**src/include/arps_consts.vh**
```
// constants for the converter reset and power-state controller
// assumes a 100 MHz mclk; included by bare name
`ifndef ARPS_CONSTS_VH
`define ARPS_CONSTS_VH

// register word indices (address bits 5:2)
`define ARPS_OFF_IFCFG    4'h0
`define ARPS_OFF_DIAG     4'h1
`define ARPS_OFF_DEVCFG   4'h2
`define ARPS_OFF_OUTDRV   4'h3
`define ARPS_OFF_MODES    4'h4
`define ARPS_OFF_STATUS   4'h5
`define ARPS_OFF_IRQSTAT  4'h6
`define ARPS_OFF_IRQEN    4'h7
`define ARPS_OFF_IRQCLR   4'h8
`define ARPS_OFF_SAMPLE   4'h9

// field positions
`define ARPS_SOFT_RESET_BIT   0
`define ARPS_SOFT_CONFIRM_BIT 7
`define ARPS_RESET_SEEN_BIT   0
`define ARPS_LOWV_DRIVE_BIT   0
`define ARPS_OPMODE_LO        0
`define ARPS_OPMODE_HI        1

// reset values and encodings
`define ARPS_OPMODE_NORMAL    2'h0
`define ARPS_OPMODE_SHUTDOWN  2'h3
`define ARPS_MODES_RST        8'h00

// timing
`define ARPS_CLK_MHZ          100
`define ARPS_RST_PW_NS        50
`define ARPS_RST_PW_CYC       ((`ARPS_RST_PW_NS*`ARPS_CLK_MHZ+999)/1000)
`define ARPS_HOLDOFF_US       750
`define ARPS_HOLDOFF_CYC      (`ARPS_HOLDOFF_US*`ARPS_CLK_MHZ)
`define ARPS_WAKE_US          30
`define ARPS_WAKE_CYC         (`ARPS_WAKE_US*`ARPS_CLK_MHZ)
`define ARPS_CONV_CYC         28

`endif
```
**src/design/arps_ctrl.v**
```verilog
// reset and power-state controller of a dual-channel converter
// assumes Avalon-MM master on mclk; pins are asynchronous to mclk
//
// Notes on behaviour
// - a low pulse of at least 50 ns on the reset pin gives a full hardware reset
// - soft reset only when one write sets both reset bits
// - any hardware or soft reset sets the reset-seen flag
// - reset-seen clears only on a written 1; a 0 leaves it
// - power-on reset restores defaults and sets reset-seen
// - for 750 us after a pin or soft reset no conversions are taken; commands still are
// - operating mode 3 is shutdown, 0 is normal and default
// - reference settles 30 us after leaving shutdown; a pin or soft reset out of shutdown sets refReady with no wait
// - after each conversion drop back to standby by itself
// - one output format serves both channels
// - overrange and block-update flags are one bit each
// - each channel shifts on up to four lanes, one clock
// - host clock mode times bits internally; echo mode echoes clock
`timescale 1ns/1ps
`include "arps_consts.vh"
module arps_ctrl #(
  parameter HOLDOFF_CYC = `ARPS_HOLDOFF_CYC,
  parameter WORD        = 32
) (
  // clock and reset (rst_n is the supply-good power-on reset)
  input  wire        mclk,
  input  wire        rst_n,
  // avalon-mm slave
  input  wire [5:0]  avs_address,
  input  wire        avs_read,
  input  wire        avs_write,
  input  wire [31:0] avs_writedata,
  output reg  [31:0] avs_readdata,
  output reg         avs_waitrequest,
  // converter pins
  input  wire        hwRst_n,
  input  wire        convertStrobe,
  input  wire        sck,
  input  wire [WORD-1:0] ch0Sample,
  input  wire [WORD-1:0] ch1Sample,
  // outputs
  output reg  [3:0]  sdoCh0,
  output reg  [3:0]  sdoCh1,
  output reg         busySckOut,
  output reg         refReady,
  output reg         shutdown,
  output reg         convPower,
  output reg         lowVoltDrive,
  output reg         irq
);
  localparam ST_IDLE = 2'h0;
  localparam ST_CONV = 2'h1;
  localparam ST_SHDN = 2'h2;
  localparam HW_CYC  = `ARPS_RST_PW_CYC;
  localparam WAKE    = `ARPS_WAKE_CYC;
  localparam CONV_LD = `ARPS_CONV_CYC - 1;

  ////////////////////////////////////////////////////////////////////////
  // pin synchronisers
  reg [1:0] rstSync_r, cnvSync_r, sckSync_r;
  reg       cnvLast_r, sckLast_r;
  always @(posedge mclk) begin
    if (!rst_n) begin
      rstSync_r <= 2'h3;
      cnvSync_r <= 2'h0;
      sckSync_r <= 2'h0;
      cnvLast_r <= 1'b0;
      sckLast_r <= 1'b0;
    end else begin
      rstSync_r <= {rstSync_r[0], hwRst_n};
      cnvSync_r <= {cnvSync_r[0], convertStrobe};
      sckSync_r <= {sckSync_r[0], sck};
      cnvLast_r <= cnvSync_r[1];
      sckLast_r <= sckSync_r[1];
    end
  end
  wire cnvRise = cnvSync_r[1] & ~cnvLast_r;
  wire sckRise = sckSync_r[1] & ~sckLast_r;

  ////////////////////////////////////////////////////////////////////////
  // hardware reset pulse detector
  reg [3:0] lowCnt_r;
  reg       hwFire_r;
  always @(posedge mclk) begin
    if (!rst_n) begin
      lowCnt_r <= 4'h0;
      hwFire_r <= 1'b0;
    end else begin
      hwFire_r <= 1'b0;
      if (!rstSync_r[1]) begin
        if (lowCnt_r != 4'hF)
          lowCnt_r <= lowCnt_r + 4'h1;
      end else begin
        if (lowCnt_r >= HW_CYC[3:0])
          hwFire_r <= 1'b1;
        lowCnt_r <= 4'h0;
      end
    end
  end

  ////////////////////////////////////////////////////////////////////////
  // bus decode
  function [3:0] regIdx;
    input [5:0] a;
    begin
      regIdx = a[5:2];
    end
  endfunction

  wire       wrAcc = avs_write & ~avs_waitrequest;
  wire       rdAcc = avs_read & ~avs_waitrequest;
  wire [3:0] idx   = regIdx(avs_address);
  wire swFire = wrAcc && idx == `ARPS_OFF_IFCFG &&
                avs_writedata[`ARPS_SOFT_RESET_BIT] &&
                avs_writedata[`ARPS_SOFT_CONFIRM_BIT];
  wire anyRst = swFire | hwFire_r;

  ////////////////////////////////////////////////////////////////////////
  // configuration and hold-off
  reg [1:0]  opMode_r;
  reg        lowV_r;
  reg [7:0]  modes_r;
  reg        seen_r;
  reg [19:0] hold_r;
  reg [15:0] wake_r;
  reg [1:0]  st_r, st_nxt;
  reg [5:0]  convCnt_r;
  reg [2:0]  irqSt_r, irqEn_r;
  wire       holdOff = (hold_r != 20'h0);
  wire       shdnReq = (opMode_r == `ARPS_OPMODE_SHUTDOWN);

  always @(posedge mclk) begin
    if (!rst_n) begin
      opMode_r <= `ARPS_OPMODE_NORMAL;
      lowV_r   <= 1'b0;
      modes_r  <= `ARPS_MODES_RST;
      seen_r   <= 1'b1;
      hold_r   <= 20'h0;
      wake_r   <= 16'h0;
      irqEn_r  <= 3'h0;
    end else if (anyRst) begin
      opMode_r <= `ARPS_OPMODE_NORMAL;
      lowV_r   <= 1'b0;
      modes_r  <= `ARPS_MODES_RST;
      irqEn_r  <= 3'h0;
      seen_r   <= 1'b1;
      hold_r   <= HOLDOFF_CYC[19:0];
      wake_r   <= 16'h0;
    end else begin
      if (holdOff)
        hold_r <= hold_r - 20'h1;
      if (wrAcc && idx == `ARPS_OFF_DIAG &&
          avs_writedata[`ARPS_RESET_SEEN_BIT])
        seen_r <= 1'b0;
      if (wrAcc && idx == `ARPS_OFF_DEVCFG)
        opMode_r <= avs_writedata[`ARPS_OPMODE_HI:`ARPS_OPMODE_LO];
      if (wrAcc && idx == `ARPS_OFF_OUTDRV)
        lowV_r <= avs_writedata[`ARPS_LOWV_DRIVE_BIT];
      if (wrAcc && idx == `ARPS_OFF_MODES)
        modes_r <= avs_writedata[7:0];
      if (wrAcc && idx == `ARPS_OFF_IRQEN)
        irqEn_r <= avs_writedata[2:0];
      if (st_r == ST_SHDN && !shdnReq)
        wake_r <= WAKE[15:0];
      else if (wake_r != 16'h0)
        wake_r <= wake_r - 16'h1;
    end
  end

  ////////////////////////////////////////////////////////////////////////
  // power state machine
  always @* begin
    st_nxt = st_r;
    case (st_r)
      ST_IDLE: begin
        if (shdnReq)
          st_nxt = ST_SHDN;
        else if (cnvRise && !holdOff)
          st_nxt = ST_CONV;
      end
      ST_CONV: begin
        if (convCnt_r == 6'h0)
          st_nxt = ST_IDLE;
      end
      ST_SHDN: begin
        if (!shdnReq)
          st_nxt = ST_IDLE;
      end
      default: st_nxt = ST_IDLE;
    endcase
  end

  wire convDone = (st_r == ST_CONV) && (convCnt_r == 6'h0);
  always @(posedge mclk) begin
    if (!rst_n || anyRst) begin
      st_r      <= ST_IDLE;
      convCnt_r <= 6'h0;
    end else begin
      st_r <= st_nxt;
      if (st_r == ST_IDLE && st_nxt == ST_CONV)
        convCnt_r <= CONV_LD[5:0];
      else if (convCnt_r != 6'h0)
        convCnt_r <= convCnt_r - 6'h1;
    end
  end

  ////////////////////////////////////////////////////////////////////////
  // sample words and shifters
  // one-bit flags in the word
  function [WORD-1:0] fmtWord;
    input [WORD-1:0] s;
    input [7:0]      m;
    begin
      if (m[2:0] == 3'h3)
        fmtWord = s;
      else
        fmtWord = {s[WORD-1:2], 2'h0};
    end
  endfunction

  // host mode uses internal timing, echo uses sck
  wire hostClk  = modes_r[5:4] == 2'h2;
  wire shiftEn  = hostClk ? 1'b1 : sckRise;
  wire [7:0] sAll;
  wire [3:0] s0 = sAll[3:0];
  wire [3:0] s1 = sAll[7:4];
  genvar g;
  generate
    for (g = 0; g < 2; g = g + 1) begin : gLane
      arps_lane_shift #(.WORD(WORD)) uShift (
        .mclk    (mclk),
        .rst_n   (rst_n),
        .load    (convDone),
        .word    (fmtWord(g == 0 ? ch0Sample : ch1Sample, modes_r)),
        .shiftEn (shiftEn),
        .laneSel (modes_r[7:6]),
        .sdo_r   (sAll[4*g+3:4*g])
      );
    end
  endgenerate

  ////////////////////////////////////////////////////////////////////////
  // interrupts: reset done, conversion done, reference ready
  wire [2:0] ev = {wake_r == 16'h1, convDone, anyRst};
  always @(posedge mclk) begin
    if (!rst_n) begin
      irqSt_r <= 3'h0;
    end else if (wrAcc && idx == `ARPS_OFF_IRQCLR) begin
      // set wins over clear
      irqSt_r <= (irqSt_r & ~avs_writedata[2:0]) | ev;
    end else begin
      irqSt_r <= irqSt_r | ev;
    end
  end

  ////////////////////////////////////////////////////////////////////////
  // bus answer and registered outputs
  reg [31:0] rd_nxt;
  always @* begin
    case (idx)
      `ARPS_OFF_IFCFG:   rd_nxt = 32'h0;
      `ARPS_OFF_DIAG:    rd_nxt = {31'h0, seen_r};
      `ARPS_OFF_DEVCFG:  rd_nxt = {30'h0, opMode_r};
      `ARPS_OFF_OUTDRV:  rd_nxt = {31'h0, lowV_r};
      `ARPS_OFF_MODES:   rd_nxt = {24'h0, modes_r};
      `ARPS_OFF_STATUS:  rd_nxt = {29'h0, holdOff, st_r};
      `ARPS_OFF_IRQSTAT: rd_nxt = {29'h0, irqSt_r};
      `ARPS_OFF_IRQEN:   rd_nxt = {29'h0, irqEn_r};
      default:           rd_nxt = 32'h0;
    endcase
  end

  always @(posedge mclk) begin
    if (!rst_n) begin
      avs_waitrequest <= 1'b1;
      avs_readdata    <= 32'h0;
      sdoCh0 <= 4'h0;
      sdoCh1 <= 4'h0;
      busySckOut   <= 1'b0;
      refReady     <= 1'b1;
      shutdown     <= 1'b0;
      convPower    <= 1'b0;
      lowVoltDrive <= 1'b0;
      irq          <= 1'b0;
    end else begin
      // one wait cycle, then accept
      avs_waitrequest <= ~((avs_read | avs_write) & avs_waitrequest);
      if ((avs_read | avs_write) & avs_waitrequest)
        avs_readdata <= avs_read ? rd_nxt : 32'h0;
      sdoCh0 <= s0;
      sdoCh1 <= s1;
      busySckOut   <= hostClk ? ~busySckOut :
                      (modes_r[5:4] == 2'h1 ? sckSync_r[1] :
                       st_r == ST_CONV);
      refReady     <= (st_r != ST_SHDN) && (wake_r == 16'h0);
      shutdown     <= st_r == ST_SHDN;
      convPower    <= st_r == ST_CONV;
      lowVoltDrive <= lowV_r;
      irq          <= |(irqSt_r & irqEn_r);
    end
  end
endmodule // arps_ctrl

```
**src/design/arps_lane_shift.v**
```verilog
// serial output shifter for one channel, one to four lanes
// assumes mclk domain; the link clock arrives already synchronised
`timescale 1ns/1ps
module arps_lane_shift #(
  parameter WORD = 32
) (
  // clock and reset
  input  wire            mclk,
  input  wire            rst_n,
  // control
  input  wire            load,
  input  wire [WORD-1:0] word,
  input  wire            shiftEn,
  input  wire [1:0]      laneSel,
  // lanes
  output reg  [3:0]      sdo_r
);
  reg [WORD-1:0] sh_r;
  reg [WORD-1:0] sh_nxt;
  reg [3:0]      sdo_nxt;

  always @* begin
    sh_nxt  = sh_r;
    sdo_nxt = sdo_r;
    if (load) begin
      sh_nxt = word;
    end else if (shiftEn) begin
      case (laneSel)
        2'h0: begin
          sdo_nxt = {3'h0, sh_r[WORD-1]};
          sh_nxt  = {sh_r[WORD-2:0], 1'h0};
        end
        2'h1: begin
          sdo_nxt = {2'h0, sh_r[WORD-1:WORD-2]};
          sh_nxt  = {sh_r[WORD-3:0], 2'h0};
        end
        default: begin
          sdo_nxt = sh_r[WORD-1:WORD-4];
          sh_nxt  = {sh_r[WORD-5:0], 4'h0};
        end
      endcase
    end
  end

  always @(posedge mclk) begin
    if (!rst_n) begin
      sh_r  <= {WORD{1'b0}};
      sdo_r <= 4'h0;
    end else begin
      sh_r  <= sh_nxt;
      sdo_r <= sdo_nxt;
    end
  end
endmodule // arps_lane_shift

```
**config.mk**
```make
export PLATFORM = sky130hd
export DESIGN_NAME = arps_ctrl
export DESIGN_NICKNAME = d
export VERILOG_FILES = /design/src/design/arps_ctrl.v /design/src/design/arps_lane_shift.v
export VERILOG_INCLUDE_DIRS = /design/src /design/src/include
export SDC_FILE = /design/constraint.sdc
export NUM_CORES = 1
export LEC_CHECK = 0
export BUFFER_PORTS_ARGS = -buffer_cell sky130_fd_sc_hd__buf_2
export CAP_MARGIN = 20
export CORE_MARGIN = 2
export CORE_UTILIZATION = 55
export CTS_CLUSTER_DIAMETER = 60
export DETAILED_ROUTE_END_ITERATION = 10
export PLACE_DENSITY = 0.83
export SLEW_MARGIN = 20
export SYNTH_ARGS = -nofsm -noshare
export SYNTH_HDL_FRONTEND = slang
export SYNTH_SLANG_ARGS = --single-unit
```
**constraint.sdc**
```tcl
create_clock -name mclk -period 5.4 [get_ports mclk]
set_clock_uncertainty 0.2 [all_clocks]
set_input_delay 0.27 -clock mclk [delete_from_list [all_inputs] [get_ports mclk]]
set_output_delay 0.27 -clock mclk [all_outputs]
set_load 0.01 [all_outputs]
```
After elaboration in Yosys (flattened, before gate mapping)
Index checks and enable logic that the tools add are counted.

Bitwise logic cells: 18. Order comparisons: 1. Reductions and logical operators: 38. Equality and inequality tests: 19. Multiplexer cells: 28. $add $sub $neg: 4.

Operators by type and width (count): two-way mux 32 bit (5); one-hot mux 32 bit (2 select lines) (2); one-hot mux 8 bit (7 select lines) (1); two-way mux 17 bit (2); two-way mux 12 bit (2); nonzero test 20 bit (1); subtractor 20 x 1 -> 20 bit (second input constant) (1); equality test 16 x 1 -> 1 bit (second input constant) (1); equality test 4 x 3 -> 1 bit (second input constant) (4); logical NOT 16 bit (1); one-hot mux 4 bit (2 select lines) (2); nonzero test 16 bit (1); subtractor 16 x 1 -> 16 bit (second input constant) (1); logical AND 1 bit (15); two-way mux 2 bit (6); two-way mux 5 bit (2); equality test 2 x 1 -> 1 bit (second input constant) (4); equality test 4 x 2 -> 1 bit (second input constant) (2); nonzero test 2 bit (4); inverter 1 bit (7); bitwise AND 3 bit (2); equality test 2 bit (second input constant) (3); logical NOT 6 bit (1); bitwise OR 3 bit (2); 22 further kinds (36).

Bits of input ports: 109. Output and inout bits: 47. Logic and storage cells: 142. Bits in registers: 194.

Longest topological paths before layout
Depth in word-level cells: 9. Depth in mapped cells: 9. Gate-level depth less buffers: 7.

Cells and area by module
Synthesis repeated with hierarchy kept, for this count alone.

Cells, all modules: 959. Area total of the unflattened synthesis: 9282.7 um2.

Modules (own cells, without submodules): arps_lane_shift (area each 2443.6 um2, sequential area each 720.7 um2, instances 2, cells an instance 241); arps_ctrl (area each 4395.5 um2, sequential area each 1961.9 um2, instances 1, cells an instance 477).

Worst setup path after synthesis
No wires, ideal clock.

Kind: reg-to-reg. Start point: register convCnt_r[0]. End point: register gLane[1].uShift.sh_r[17]. Arrival: 1.880 ns. Buffers on the path: 2. Setup time: 0.074 ns. Setup slack: 3.246 ns. Cell stages (with the launch flop): 10. Clock period less this slack: 2.154 ns. Required time: 5.126 ns. Cells stage by stage: dfxtp_1 -> inv_1 -> ha_1 -> nor3b_1 -> and3_1 -> buf_2 -> nor4b_4 -> buf_6 -> nand2_1 -> a31oi_1.

Longest elaborated chain between the ends: 3. Elaborated cells between the ends (all ways): 4. Those cells by class: mux: 1; reduce/logical: 3.

Ends and longest elaborated chain: start, declared (RTL line arps_ctrl.v:126) `reg [5:0] convCnt_r;`; start signal, assigned (RTL line arps_ctrl.v:200) `convCnt_r <= CONV_LD[5:0];`; start signal, assigned (RTL line arps_ctrl.v:202) `convCnt_r <= convCnt_r - 6'h1;`; logical NOT 6 bit (*) (RTL line arps_ctrl.v:192) `wire convDone = (st_r == ST_CONV) && (convCnt_r == 6'h0);`; logical AND 1 bit (*) (RTL line arps_ctrl.v:192); two-way mux 32 bit or nonzero test 2 bit (tied branches); end signal, assigned (RTL line arps_lane_shift.v:47) `sh_r <= {WORD{1'b0}};`; end signal, assigned (RTL line arps_lane_shift.v:50) `sh_r <= sh_nxt;`; end, declared (RTL line arps_lane_shift.v:18) `reg [WORD-1:0] sh_r;`.

Mark *: on every way between the ends. The rest lies on a longest branch, timed or not. A chain may end at the register's enable or synchronous reset.

Worst setup path after layout
Start point: register convCnt_r[0]. End point: register gLane[0].uShift.sh_r[2].

Longest elaborated chain between the ends: 3. Elaborated cells between the ends (all ways): 4. Those cells by class: mux: 1; reduce/logical: 3.

Ends and longest elaborated chain (RTL line): logical NOT 6 bit (*) (arps_ctrl.v:192); logical AND 1 bit (*) (arps_ctrl.v:192); two-way mux 32 bit or nonzero test 2 bit (tied branches); end signal, assigned (arps_lane_shift.v:47); end signal, assigned (arps_lane_shift.v:50); end, declared (arps_lane_shift.v:18).

Marks and branches as above.

==> metrics <==
wirelength, routed 22900 µm; Main synth FF type dfxtp_1; Initial Util 56.7%; number of setup buffers added after CTS 0; Setup CP Type register to register; VDD IR max 0.000307 V; Pre-antenna DRT Iters 5; reg-to-reg startpoint convCnt_r[0]; Place WS 2.40 ns; Max transition margin 33.1%; Pwr Total 0.00389 W; Seq/Total Area, Yosys 39.2%; Area growth syn-to-layout 21.6%; Worst Setup End Kind register; Setup TNS 0 ns; Worst-path clk slew 0.07 ns; Clock Path Buffers 2; setup violators final 0; Yosys top cell area share 39.2%; storage element area 3410 µm²; num rows 45; layout cells sized above 1 13.8%; Synth Instances 1088; RSZ-0062 raised after global routing false; input/output buffers 105; status completed; synthesized area per cell 7.97 µm²; Yosys cell types 65; final slew viol count 0; gr ovfl total 0; RD Place Congestion 0.901; placed insts 1340; number of synthesized flops with an enable pin 0; clock latency on the worst-skew pair 0.44 ns; ranking of synthesized cells by area dfxtp_1 (39%), nand2_1 (9.6%), mux2i_1 (6.2%), nor2_1 (4.3%), a311oi_1 (4.2%); Tightest Hold Check Type input port to register; Die Height 130 µm; Fill cells 1214; via count 8348; Post-Layout Cell Count 1448; reg-to-reg endpoint gLane[0].uShift.sh_r[2]; #FFs+latches synth 170; max frequency 326 MHz; final net count 1340; first-pass GRT wire length 37100 µm; Slew @ Worst Pin 1.00 ns; htree depth 4; core footprint 15300 µm²; Die W 130 µm; setup ws final 2.33 ns; Sink Count 170; Worst Path Max Fanout 61; initial antenna violation count 0; vias in the first global route 7732; Synth top cells by count nand2_1 (222), dfxtp_1 (170), nor2_1 (100); DRC Markers 0; wire per inst 15.8 µm; Synth Warn # 0; async set-or-reset flop fraction in the synthesized netlist 0%; final hold viol count 0; hold_sp avs_address[5]; Max-Cap Viols 0; Via density 5.77; CTS buffer count 17; mapped cell area 8680 µm²; number of routed nets with antenna violations 0; WP data required 5.49 ns; Final HPWL DP 13400 µm; Final period util 56.9%; Cell Pwr Density 369 nW/µm²; largest net degree at the start of global routing 114; DRT iter0 DRCs 845; cell taking the most area after synthesis dfxtp_1; Setup crit start kind register; die area 16800 µm²; area of the multi-input gates 4830 µm²; Hold Path Stages 4; Global Route Usage Sum 27.2%; Root Buffer clkbuf_16; Worst R2R Path Depth 8; Min-Delay Endpoint avs_readdata[1]; Leak 3.83 nW; # resized after CTS 0; critical path arrival 3.16 ns; r2r setup slk 2.33 ns; most frequent cell after synthesis nand2_1; Final Critical Period 3.07 ns; CTS tree yes; num ports 156
flip-flops by register name (all words and copies together) (netlist names), 2 cells and up:
| name | count |
|---|---|
| avs_readdata | 8 |
| cnvSync_r | 2 |
| convCnt_r | 6 |
| gLane.uShift.sdo_r | 8 |
| gLane.uShift.sh_r | 64 |
| hold_r | 20 |
| irqEn_r | 3 |
| irqSt_r | 3 |
| lowCnt_r | 4 |
| modes_r | 8 |
| opMode_r | 2 |
| rstSync_r | 2 |
| sckSync_r | 2 |
| sdoCh0 | 4 |
| sdoCh1 | 4 |
| st_r | 2 |
| wake_r | 16 |
logic make-up (layout without fill, tap and decap cells):
logic type / after synthesis / count (layout) / synth area share, %
AND/OR/NAND/NOR: 474 / 474 / 25.9
multiplexers: 57 / 57 / 6.88
adder cells (fa/ha/maj): 8 / 8 / 1.15
flip-flops: 170 / 170 / 39.2
AO/OA/AOI/OAI: 237 / 237 / 17.6
buffers and inverters: 113 / 238 / 6.36
XOR/XNOR: 28 / 28 / 2.83
other: 1 / 25 / 0.0432
metal layers:
| layer | GRT usage (%) | vias to the layer above | share of wire, % |
|---|---|---|---|
| li1 | - | 4059 | - |
| met1 | 34.6 | 3841 | 42 |
| met2 | 44.4 | 366 | 47 |
| met3 | 5.37 | 82 | 6.5 |
| met4 | 13.1 | 0 | 4.3 |
| met5 | 0 | - | 0 |
per-stage QoR:
stage | util (%) | area [µm²] | hold slack (ns)
after floorplan | - | 8760 | 0.171
after global placement | 59.9 | 9170 | 0.202
after detailed placement | 59.9 | 9170 | 0.204
after CTS | 68.6 | 10500 | 0.0345
after global routing | 68.8 | 10500 | 0.0786
final | 68.9 | 10500 | 0.0498
worst max path at each step:
stage	start	end	cells past startpoint	slack, ns
floorplan	convCnt_r[0]	gLane[1].uShift.sh_r[17]	9	3.25
global placement	convCnt_r[0]	gLane[0].uShift.sh_r[2]	8	2.40
detailed placement	convCnt_r[0]	gLane[0].uShift.sh_r[2]	8	2.40
CTS	convCnt_r[0]	gLane[0].uShift.sh_r[2]	8	2.38
global route	convCnt_r[0]	gLane[0].uShift.sh_r[2]	8	2.10
finish	convCnt_r[0]	gLane[0].uShift.sh_r[2]	8	2.33
cell type report:
type	instances	area share, %
repair buffers	190	13.0
inverters	16	0.569
flip-flops and latches	170	32.3
well taps	211	2.50
diodes	1	0.0237
clock inverters	10	1.35
clock buffers	22	4.40
multi-input cells	828	45.8
report_power, final:
group / internal, W / total [W] / switching (W) / leakage, nW
Clock: 0.000755 / 0.00128 / 0.000523 / 0.295
Combinational: 0.000472 / 0.00108 / 0.000608 / 2.15
Sequential: 0.00139 / 0.00153 / 0.000136 / 1.38
Total: 0.00262 / 0.00389 / 0.00127 / 3.83
worst max-delay path, cell delays in order (launching register included):
cell and delay, ns:
dfxtp_1 0.33, inv_1 0.08, ha_1 0.18, nor3b_1 0.46, nand3_4 0.59, buf_4 0.53
and3_1 0.24, a221oi_1 0.20, a21oi_1 0.10
cell usage in the layout (no fill, tap or decap), types with 4 or more instances in the layout:
master,Yosys,routed
o21ai_0,59,59
nor2_1,100,100
inv_1,14,14
o211ai_1,18,18
buf_2,18,105
nand3_1,33,32
nand4_1,6,6
mux2i_1,54,54
and3_1,6,6
dlygate4sd3_1,0,73
nor3b_1,18,18
a22oi_1,8,8
a31oi_1,21,21
buf_4,24,10
a211oi_1,6,6
nand2_1,222,222
a221oi_1,4,4
nor2b_1,7,7
nor3_1,20,20
a21oi_1,59,59
and2_1,19,19
nand2b_1,9,9
xnor2_1,11,11
nand4b_1,4,4
clkbuf_16,0,17
ha_1,8,8
or3_1,5,5
conb_1,1,24
dfxtp_1,170,168
a311oi_1,42,42
xor2_1,17,17
what timing repair did:
action                                  in CTS  in global routing
endpoints found under the setup margin       0                  0
hold buffers                                73                  0
hold endpoints to repair                    80                  0
Power figures use the tool's default switching activity.
